--- src/hdl/ext_irq_pkg.sv ---
// constants, types and layout for the two-channel external edge interrupt block
// assumes one 100 MHz peripheral clock and a simple internal write strobe to the i/o space
package ext_irq_pkg;

   // ==========================================================
   // register map
   localparam logic [7:0] EXT_IRQ0_CONTROL_ADDR = 8'h98;
   localparam logic [7:0] EXT_IRQ1_CONTROL_ADDR = 8'h99;
   localparam logic [7:0] CONTROL_RESET = 8'h00;

   // ==========================================================
   // control field positions
   localparam int PRIO_LSB = 0;
   localparam int LOW_EDGE_LSB = 2;
   localparam int HIGH_EDGE_LSB = 4;

   // ==========================================================
   // vector table offsets
   localparam logic [11:0] VECTOR_OFFSET_CH0 = 12'h000;
   localparam logic [11:0] VECTOR_OFFSET_CH1 = 12'h010;

   // ==========================================================
   // timing
   localparam int SYNC_STAGES = 2;
   localparam int MIN_PULSE_CYCLES = 3;
   localparam int CPU_LATENCY_CLOCKS = 10;

   typedef enum logic [1:0] {
      EDGE_OFF,
      EDGE_FALL,
      EDGE_RISE,
      EDGE_BOTH
   } edge_sel_t;

endpackage

--- src/hdl/external_edge_interrupts.sv ---
// two external edge interrupt channels with clock-sampled edge detectors, priority and auto-clearing requests
// assumes the processor core supplies write strobe, current priority and an acknowledge pulse
`timescale 1ns/1ns

module external_edge_interrupts
   import ext_irq_pkg::*;
(
   input wire logic sys_clk,
   input wire logic resetn,
   input wire logic ioWrite,
   input wire logic [7:0] ioAddr,
   input wire logic [7:0] ioWdata,
   input wire logic porte_line_0,
   input wire logic porte_line_1,
   input wire logic porte_line_4,
   input wire logic porte_line_5,
   input wire logic [1:0] cpuPriority,
   input wire logic irqAck,
   output logic irqReq,
   output logic [1:0] irqPriority,
   output logic [11:0] irqVectorOffset,
   output logic [1:0] pendingOut
);

   // ==========================================================
   // helpers
   function automatic logic edgeHit(input logic [1:0] sel, input logic prev, input logic cur);
      logic rise;
      logic fall;
      rise = ~prev & cur;
      fall = prev & ~cur;
      case (edge_sel_t'(sel))
         EDGE_FALL: edgeHit = fall;
         EDGE_RISE: edgeHit = rise;
         EDGE_BOTH: edgeHit = rise | fall;
         default: edgeHit = 1'b0;
      endcase
   endfunction

   // ==========================================================
   // control registers, write only
   logic [7:0] ctrl_q [2];
   logic [3:0] pins;
   assign pins = {porte_line_5, porte_line_4, porte_line_1, porte_line_0};

   always_ff @(posedge sys_clk or negedge resetn) begin
      if (!resetn) begin
         ctrl_q[0] <= CONTROL_RESET;
         ctrl_q[1] <= CONTROL_RESET;
      end else if (ioWrite) begin
         // reserved bits are stored as zero since nothing reads them back
         if (ioAddr == EXT_IRQ0_CONTROL_ADDR) begin
            ctrl_q[0] <= {2'b00, ioWdata[5:0]};
         end
         if (ioAddr == EXT_IRQ1_CONTROL_ADDR) begin
            ctrl_q[1] <= {2'b00, ioWdata[5:0]};
         end
      end
   end

   // ==========================================================
   // pin synchronisers and catchers on the peripheral clock
   logic [3:0] sync1_q;
   logic [3:0] sync2_q;
   logic [3:0] prev_q;

   always_ff @(posedge sys_clk or negedge resetn) begin
      if (!resetn) begin
         sync1_q <= 4'h0;
         sync2_q <= 4'h0;
         prev_q <= 4'h0;
      end else begin
         // a pulse shorter than one clock may slip between samples
         sync1_q <= pins;
         sync2_q <= sync1_q;
         prev_q <= sync2_q;
      end
   end

   // ==========================================================
   // per channel request latch
   logic [1:0] pending_q;
   logic [1:0] hit;
   logic [1:0] ackCh;

   genvar ch;
   generate
      for (ch = 0; ch < 2; ch++) begin : g_chan
         logic lowHit;
         logic highHit;
         // lower pin is line ch, upper pin is line ch+4
         assign lowHit = edgeHit(ctrl_q[ch][LOW_EDGE_LSB +: 2], prev_q[ch], sync2_q[ch]);
         assign highHit = edgeHit(ctrl_q[ch][HIGH_EDGE_LSB +: 2], prev_q[ch + 2],
                                  sync2_q[ch + 2]);
         assign hit[ch] = lowHit | highHit;

         always_ff @(posedge sys_clk or negedge resetn) begin
            if (!resetn) begin
               pending_q[ch] <= 1'b0;
            end else if (hit[ch]) begin
               // a new edge wins over an acknowledge in the same cycle
               pending_q[ch] <= 1'b1;
            end else if (ackCh[ch]) begin
               pending_q[ch] <= 1'b0;
            end
         end
      end
   endgenerate

   // ==========================================================
   // arbitration toward the processor
   logic [1:0] prio0;
   logic [1:0] prio1;
   logic [1:0] eligible;
   assign prio0 = ctrl_q[0][PRIO_LSB +: 2];
   assign prio1 = ctrl_q[1][PRIO_LSB +: 2];
   // priority 00 can never exceed cpuPriority, so it disables the channel
   assign eligible[0] = pending_q[0] && (prio0 > cpuPriority);
   assign eligible[1] = pending_q[1] && (prio1 > cpuPriority);

   logic winner;
   assign winner = eligible[1]; // channel 1 first
   assign ackCh[1] = irqAck && eligible[1];
   assign ackCh[0] = irqAck && eligible[0] && !eligible[1];

   // request goes to the core ahead of internal sources; the core adds its own
   // fixed entry latency after detection
   assign irqReq = |eligible;
   assign irqPriority = !irqReq ? 2'b00 : (winner ? prio1 : prio0);
   assign irqVectorOffset = winner ? VECTOR_OFFSET_CH1 : VECTOR_OFFSET_CH0;
   assign pendingOut = pending_q;

endmodule // external_edge_interrupts

--- config.mk ---
export PLATFORM = sky130hd
export DESIGN_NAME = external_edge_interrupts
export DESIGN_NICKNAME = d
export VERILOG_FILES = /design/src/hdl/ext_irq_pkg.sv /design/src/hdl/external_edge_interrupts.sv
export SDC_FILE = /design/constraint.sdc
export NUM_CORES = 1
export LEC_CHECK = 0
export BUFFER_PORTS_ARGS = -buffer_cell sky130_fd_sc_hd__buf_2
export CAP_MARGIN = 25
export CORE_MARGIN = 3
export CORE_UTILIZATION = 52
export CTS_BUF_LIST = sky130_fd_sc_hd__clkbuf_4 sky130_fd_sc_hd__clkbuf_8
export DETAILED_ROUTE_END_ITERATION = 8
export PLACE_DENSITY = 0.93
export SLEW_MARGIN = 20
export SYNTH_ARGS = -nofsm -noshare
export SYNTH_HDL_FRONTEND = slang
export SYNTH_SLANG_ARGS = --single-unit
--- constraint.sdc ---
create_clock -name sys_clk -period 1.8 [get_ports sys_clk]
set_input_delay 0 -clock sys_clk [delete_from_list [all_inputs] [get_ports sys_clk]]
set_output_delay 0 -clock sys_clk [all_outputs]
set_load 0.005 [all_outputs]
* After elaboration in Yosys (flattened, before gate mapping) *
Index checks and enable logic that the tools add are counted.

cells by class
  reduce and logical (&&, ||, !) cells = 11
  bitwise operators = 22
  $lt $le $gt $ge = 2
  eq/ne operators = 14
  muxes and demuxes = 11

operators with widths
  kind                                                              number
  2-bit == test (second input constant)                             8
  8-bit == test (second input constant)                             2
  1-bit one-hot mux with 3 select lines                             4
  1-bit AND                                                         8
  2-bit by 1-bit == test with 1-bit output (second input constant)  4
  1-bit NOT                                                         8
  1-bit OR                                                          6
  1-bit logical AND                                                 5
  5-bit two-way mux                                                 1
  2-bit greater-than comparator                                     2
  1-bit two-way mux                                                 4
  2-bit two-way mux                                                 2
  2-bit AND reduction                                               2
  2-bit nonzero test                                                2
  2-bit OR reduction                                                1
  1-bit zero test                                                   1

word-level totals
  bits of input ports = 26
  flip-flop bits (word level) = 26

* Depth between registers and ports, before layout *
Gate-level depths: netlist of run 1.

  depth in word-level cells = 6
  mapped depth = 6
  mapped depth without buffers = 6

* Least setup slack after synthesis of run 1 *
Ideal clock, no wire load.

  path kind = reg-to-reg
  from = register ctrl_q[1] (netlist bit)
  to = register pending_q[0] (netlist: pendingOut[0])
  stages on the path, launching flop included = 6
  path slack = 443 ps
  clock period less this slack = 1357 ps
  buffers on the path = 0
  library setup time = 126 ps
  arrival time = 1231 ps
  cell sequence = dfrtp_1 > ha_1 > nor2b_1 > o211a_1 > o21ai_0 > nand2_1

between the ends
  longest elaborated chain between the ends = 5

RTL lines
  element                         line                             source
  start: declaration              external_edge_interrupts.sv:42   logic [7:0] ctrl_q [2];
  2-bit greater-than comparator   external_edge_interrupts.sv:119  assign eligible[1] = pending_q[1] && (prio1 > cpuPriority);
  1-bit logical AND               external_edge_interrupts.sv:119
  named net winner                external_edge_interrupts.sv:121  logic winner;
  1-bit zero test                 external_edge_interrupts.sv:124  assign ackCh[0] = irqAck && eligible[0] && !eligible[1];
  1-bit logical AND               external_edge_interrupts.sv:124
  2-bit nonzero test (no line)    -
  end signal: indexed assignment  external_edge_interrupts.sv:99   pending_q[ch] <= 1'b0;
  end signal: indexed assignment  external_edge_interrupts.sv:102  pending_q[ch] <= 1'b1;
  end signal: indexed assignment  external_edge_interrupts.sv:104  pending_q[ch] <= 1'b0;
  end: declaration                external_edge_interrupts.sv:82   logic [1:0] pending_q;

The timed path passes the listed nets, and every way through them passes these cells.
A chain may end at the register's enable or synchronous reset.

* Worst setup path in the final report of run 1 *
  from = register ctrl_q[9] (netlist bit)
  to = output port irqPriority[0]

between the ends
  longest elaborated chain between the ends = 4

RTL lines
  element                        line                             source
  2-bit greater-than comparator  external_edge_interrupts.sv:118  assign eligible[0] = pending_q[0] && (prio0 > cpuPriority);
  1-bit logical AND              external_edge_interrupts.sv:118
  2-bit OR reduction             external_edge_interrupts.sv:128  assign irqReq = |eligible;
  2-bit two-way mux              external_edge_interrupts.sv:129  assign irqPriority = !irqReq ? 2'b00 : (winner ? prio1 : prio0);
  end: declaration               external_edge_interrupts.sv:20   output logic [1:0] irqPriority,

Every way passes these cells.

==> metrics, run 1 <==
pre-CTS setup slack between 0.2 and 0.3 ns; WL/cell 13.8 um; vias in the first global route approximately 1,000; H-tree depth 1; gr usage total 15.6%; commonest non-fill, non-tap cell in the layout buf_2; Seq pwr share slightly above 60%; first-pass GRT wire length 3.92 mm; Psw ~0.27 mW; post-synth top area cell dfrtp_1; CP max FO 3; Final Max Slew Viols 0; cells after synthesis 110; design area 1640 um^2; largest net degree at the start of global routing 27; Max-Cap Viols 0; ratio of final minimum period to clock period 100%; DP Area 1430 um^2; area share of the largest cell type after synthesis between 40% and 50%; drt via density ~5.2; CTS Buf Count 3; Seq/Total Area, Yosys approximately half; final setup vio count 1; clk slew on worst S/H paths 0.12 ns; worst path required time 1.80 ns; synth top area cells dfrtp_1, ha_1, mux2_2, buf_4, inv_1; CTS tree done; Clock power frac between 20% and 30%; Switching Fraction between 20% and 30%; Die H 56.1 um; proportion of power drawn by combinational gates approximately 18%; status finished, violations left; fin crit period around 1.8 ns; Site Rows 17; Setup Skew 0.00271 ns; leakage between 0.8 and 0.9 nW; Yosys reg bits 26; initial drt markers 27; Worst Tran Pin Value around 0.54 ns; nets about 190; unrepaired setup endpoints after global routing true; non-filler cells, final ~180; Max transition margin between 60 and 70%; Synthesis Warnings 0; asr flop ratio synth 100%; clk_lat worst skew approximately 0.31 ns; Die Width roughly 56 um; First-pass DRT Iterations 4; initial antenna violation count 0; maximum VDD drop between 0.0005 and 0.0006 V; Post-synth EDFFs 0; FILL cells approximately 150; Ports 43; Syn Area/Cell 11.9 um^2; ratio of cells with drive above 1 in the final layout between 30% and 40%; Hold Path Class in -> reg; Area growth, synth to finish 25.7%; Initial Util between 50% and 60%; Worst Setup Path Type reg -> out; Worst EP arrival 1.80 ns; CP Capture Type primary output; RePlAce Congestion roughly 0.84; hpwl dp 1.84 mm; Cell Pwr Density 657 nW/um^2; failing checks negative setup slack; maximum clock frequency between 0.5 and 0.6 GHz; core area ~2300 um^2; Max Root-Sink Buffers 2; Ant. Diodes 0; commonest non-fill, non-tap cells in the layout buf_2, dfrtp_1, inv_1; clk sink count 26; Distinct cells, synth 25; dpl cells around 170; full die area about 3100 um^2; Top FF cell, synth dfrtp_1; wirelength, routed 2.51 mm; DRC 0; vias between 900 and 1,000; synthesized area between 1000 and 1500 um^2; Fin Setup TNS -0.000535 ns; Final Hold Fails 0; port bufs 29; final setup margin -0.000535 ns; Startpoint Class flop; ANT nets after route 0; GRT overflow 0; Internal 0.805 mW; Hold WS roughly 0.050 ns; Clock Root Buffer clkbuf_4
## Yosys cell counts, types with 2 or more instances
master     n
nor2b_1    2
inv_1     13
dfrtp_1   26
ha_1      12
o21ai_0    2
mux2_2    11
buf_4     12
nor2_1     2
a22o_1     2
nand2_1    9
mux2i_1    2
o211ai_1   4
## routing by layer
| layer | global-route usage, % | up-vias | share of wire [%] |
|---|---|---|---|
| li1 | - | 438 | - |
| met1 | 16.6 | 463 | 38 |
| met2 | 30.2 | 46 | 53 |
| met3 | 3.02 | 7 | 6.8 |
| met4 | 5.08 | 0 | 2.0 |
| met5 | 0 | - | 0 |
## state kept, by name, indices dropped and copies added, names as in the netlist
register,cells
prev_q,4
ctrl_q,12
pendingOut,2
sync2_q,4
sync1_q,4
## stage by stage
stage / power [mW] / util, %
after floorplan: 0.749 / -
after global placement: 0.794 / 62.4
after detailed placement: 0.810 / 62.4
after CTS: 1.06 / 69.2
after global routing: 1.13 / 71.4
final: 1.08 / 71.4
## cell families (layout without fill, tap and decap cells)
| logic type | Yosys count | count (layout) | share of synthesized area [%] |
|---|---|---|---|
| DFF | 26 | 26 | 49.9 |
| buffers and inverters | 25 | 59 | 10.6 |
| other | 1 | 11 | 0.287 |
| adders and majority gates | 12 | 12 | 11.5 |
| and+or+nand+nor | 19 | 19 | 8.53 |
| muxes | 13 | 13 | 11.0 |
| AOI/OAI and AO/OA | 14 | 14 | 8.15 |
## worst max-delay path: stages (launching register included)
cell      delay (ns)
dfrtp_1         0.45
ha_4            0.26
nor2b_4         0.12
o211ai_1        0.26
nor2_2          0.08
a22o_1          0.20
buf_2           0.12
## layout make-up
| type | instances | area, um^2 | area share, % |
|---|---|---|---|
| flip-flops and latches | 26 | 651 | 39.7 |
| multi-input cells | 69 | 606 | 36.9 |
| repair buffers | 43 | 278 | 16.9 |
| inverters | 13 | 48.8 | 2.97 |
| well taps | 28 | 35.0 | 2.14 |
| clock buffers | 3 | 22.5 | 1.37 |
## what timing repair did
item	in CTS	in global routing
hold endpoints to repair	42	0
cloned	0	0
hold buffers	11	0
resized for setup	3	6
pin swaps	2	5
setup endpoints to repair	2	2
setup buffers	1	2
## power groups by stage
| stage | clock network [mW] | logic (mW) | registers, mW |
|---|---|---|---|
| after floorplan | 0 | 0.0948 | 0.655 |
| after global placement | 0 | 0.136 | 0.658 |
| after detailed placement | 0 | 0.147 | 0.662 |
| after CTS | 0.240 | 0.171 | 0.651 |
| after global routing | 0.261 | 0.213 | 0.659 |
| final | 0.232 | 0.192 | 0.654 |
## worst paths after layout
check                           slack [ns]              to  cells past startpoint       start
worst max-delay path               -0.0005  irqPriority[0]                      6   ctrl_q[9]
worst min-delay path                  0.05       ctrl_q[8]                      4   ioAddr[0]
worst max register to register        0.39   pendingOut[0]                      5   ctrl_q[1]
worst min register to register        0.37      sync2_q[0]                      0  sync1_q[0]
max in group asynchronous             1.26      ctrl_q[12]                      2      resetn
min in group asynchronous             0.18      sync1_q[2]                      2      resetn
(Power assumes the default switching activity.)
==> run 2, diff against run 1 <==
- CAP_MARGIN: 25 -> 40
- CORE_UTILIZATION: 52 -> 45
- PLACE_DENSITY: 0.93 -> 0.83
- SLEW_MARGIN: 20 -> default
==> metrics, run 2 (same netlist as run 1, synthesis figures left out) <==
status finished, final reports clean; H-tree depth 1 (unchanged); Die H 59.9 um (+6.7%); Cell Pwr Density 735 nW/um^2 (+12%); ratio of cells with drive above 1 in the final layout 37.6% (+0.57 points); Ant. Diodes 0 (unchanged); fin crit period 1.80 ns (-0.00360 ns); Clock Root Buffer clkbuf_4; Site Rows 18 (+1); ANT nets after route 0 (unchanged); FILL cells 201 (+32%); hpwl dp 1.77 mm (-3.9%); ratio of final minimum period to clock period 99.8% (-0.20 points); maximum clock frequency 0.557 GHz (+0.20%); clk_lat worst skew 0.32 ns (about the same); Max-Cap Viols 0 (unchanged); largest net degree at the start of global routing 27 (unchanged); WL/cell 12.9 um (-6.3%); full die area 3580 um^2 (+14%); DRC 0 (unchanged); DP Area 1440 um^2 (+0.18%); Die Width 59.9 um (+6.7%); commonest non-fill, non-tap cells in the layout buf_2, dfrtp_1, inv_1; Max transition margin 63.2% (-0.78 points); RePlAce Congestion 0.788 (-5.8%); pre-CTS setup slack 0.294 ns (-0.00352 ns); initial antenna violation count 0 (unchanged); Area growth, synth to finish 29.5%; final setup margin 0.00307 ns (+0.00360 ns); most flop-heavy register ctrl_q; CP max FO 2 (-1); dpl cells 167 (+1.2%); Hold Path Class in -> reg; Startpoint Class flop; max reg flops 12 (unchanged); port bufs 29 (unchanged); Final Max Slew Viols 0 (unchanged); Worst EP arrival 1.80 ns (about the same); Power, Total 1.24 mW (+15%); wirelength, routed 2.42 mm (-3.7%); leakage 0.888 nW (+2.6%); Final Hold Fails 0 (unchanged); Fin Setup TNS 0 ns (+0.000535 ns); clk slew on worst S/H paths 0.14 ns (+0.02 ns); First-pass DRT Iterations 4 (unchanged); final setup vio count 0 (-1); Worst Setup Path Type reg -> out; Ports 43 (unchanged); non-filler cells, final 187 (+2.7%); initial drt markers 18 (-33%); unrepaired setup endpoints after global routing true; core area 2610 um^2 (+14%); first-pass GRT wire length 3.73 mm (-4.9%); worst path required time 1.80 ns (about the same); drt via density 4.94 (-5.7%); gr usage total 14.0% (-1.6 points); Max Root-Sink Buffers 2 (unchanged); CTS tree done; vias 924 (-3.1%); Worst Tran Pin Value 0.552 ns (+0.0117 ns); CTS Buf Count 3 (unchanged); R2R Setup Slk 0.32 ns (-0.07 ns); vias in the first global route 887 (-8.9%); commonest non-fill, non-tap cell in the layout buf_2; CP Capture Type primary output; Initial Util 50.0% (-6.9 points); design area 1690 um^2 (+3.1%); clk sink count 26 (unchanged); Setup Skew 0.00653 ns (+0.00382 ns); maximum VDD drop 0.000562 V (+5.6%); GRT overflow 0 (unchanged); nets 196 (+1.0%)
-- run 2: cell count changes in the layout (fill, tap and decap cells not counted) --
cell       delta
buf_4         +2
bufinv_16     +1
nand2_1       +1
nand2_2       -1
nor2_2        -1
nor2_4        +1
-- run 2: routing by layer --
layer  vias to the layer above  routed length [um]  share of wire, %  GRT usage (%)
li1                        447                   -                 -              -
met3                         2                 126               5.2           2.81
met5                         -                   0                 0              0
met2                        32                1290                53           25.0
met4                         0                  29               1.2           4.75
met1                       443                 974                40           16.5
-- run 2: final cells by class --
cell class	instances	area [um^2]	share of cell area, %
Sequential cell	26	651	38.5
Multi-Input combinational cell	69	608	36.0
Timing Repair Buffer	45	293	17.3
Inverter	13	48.8	2.89
Tap cell	30	37.5	2.22
Clock inverter	1	30.0	1.78
Clock buffer	3	22.5	1.33
-- run 2: worst paths after layout --
path                                 start        endpoint  cells after the start
worst min-delay path             ioAddr[0]       ctrl_q[8]                      4
worst max-delay path             ctrl_q[9]  irqPriority[1]                      7
min in group asynchronous           resetn       ctrl_q[5]                      2
worst min register to register  sync1_q[0]      sync2_q[0]                      0
max in group asynchronous           resetn       ctrl_q[1]                      2
worst max register to register   ctrl_q[1]   pendingOut[0]                      5
-- run 2: power by group --
| part | switching (mW) | total [mW] | internal (mW) |
|---|---|---|---|
| Combinational | 0.0864 | 0.194 | 0.108 |
| Clock | 0.172 | 0.398 | 0.225 |
| Sequential | 0.0292 | 0.651 | 0.622 |
| Total | 0.288 | 1.24 | 0.955 |
-- run 2: what timing repair did --
action,CTS,global route
gates resized for setup,4,5
hold buffers,11,0
pin swaps,5,3
setup buffers,3,2
hold endpoints to repair,42,0
cloned,0,0
setup endpoints to repair,2,3
-- run 2: stage by stage --
| stage | hold WS [ns] | util (%) |
|---|---|---|
| after floorplan | -0.296 | - |
| after global placement | 0.0157 | 54.9 |
| after detailed placement | 0.0241 | 54.9 |
| after CTS | 0.0216 | 62.7 |
| after global routing | 0.0291 | 64.7 |
| final | 0.0359 | 64.7 |
-- run 2: critical path: stages (launching register included) --
cell	delay [ns]
dfrtp_1	0.43
ha_4	0.23
nor2b_4	0.12
o211ai_1	0.18
buf_4	0.16
nor2_4	0.04
a22o_1	0.19
buf_2	0.12
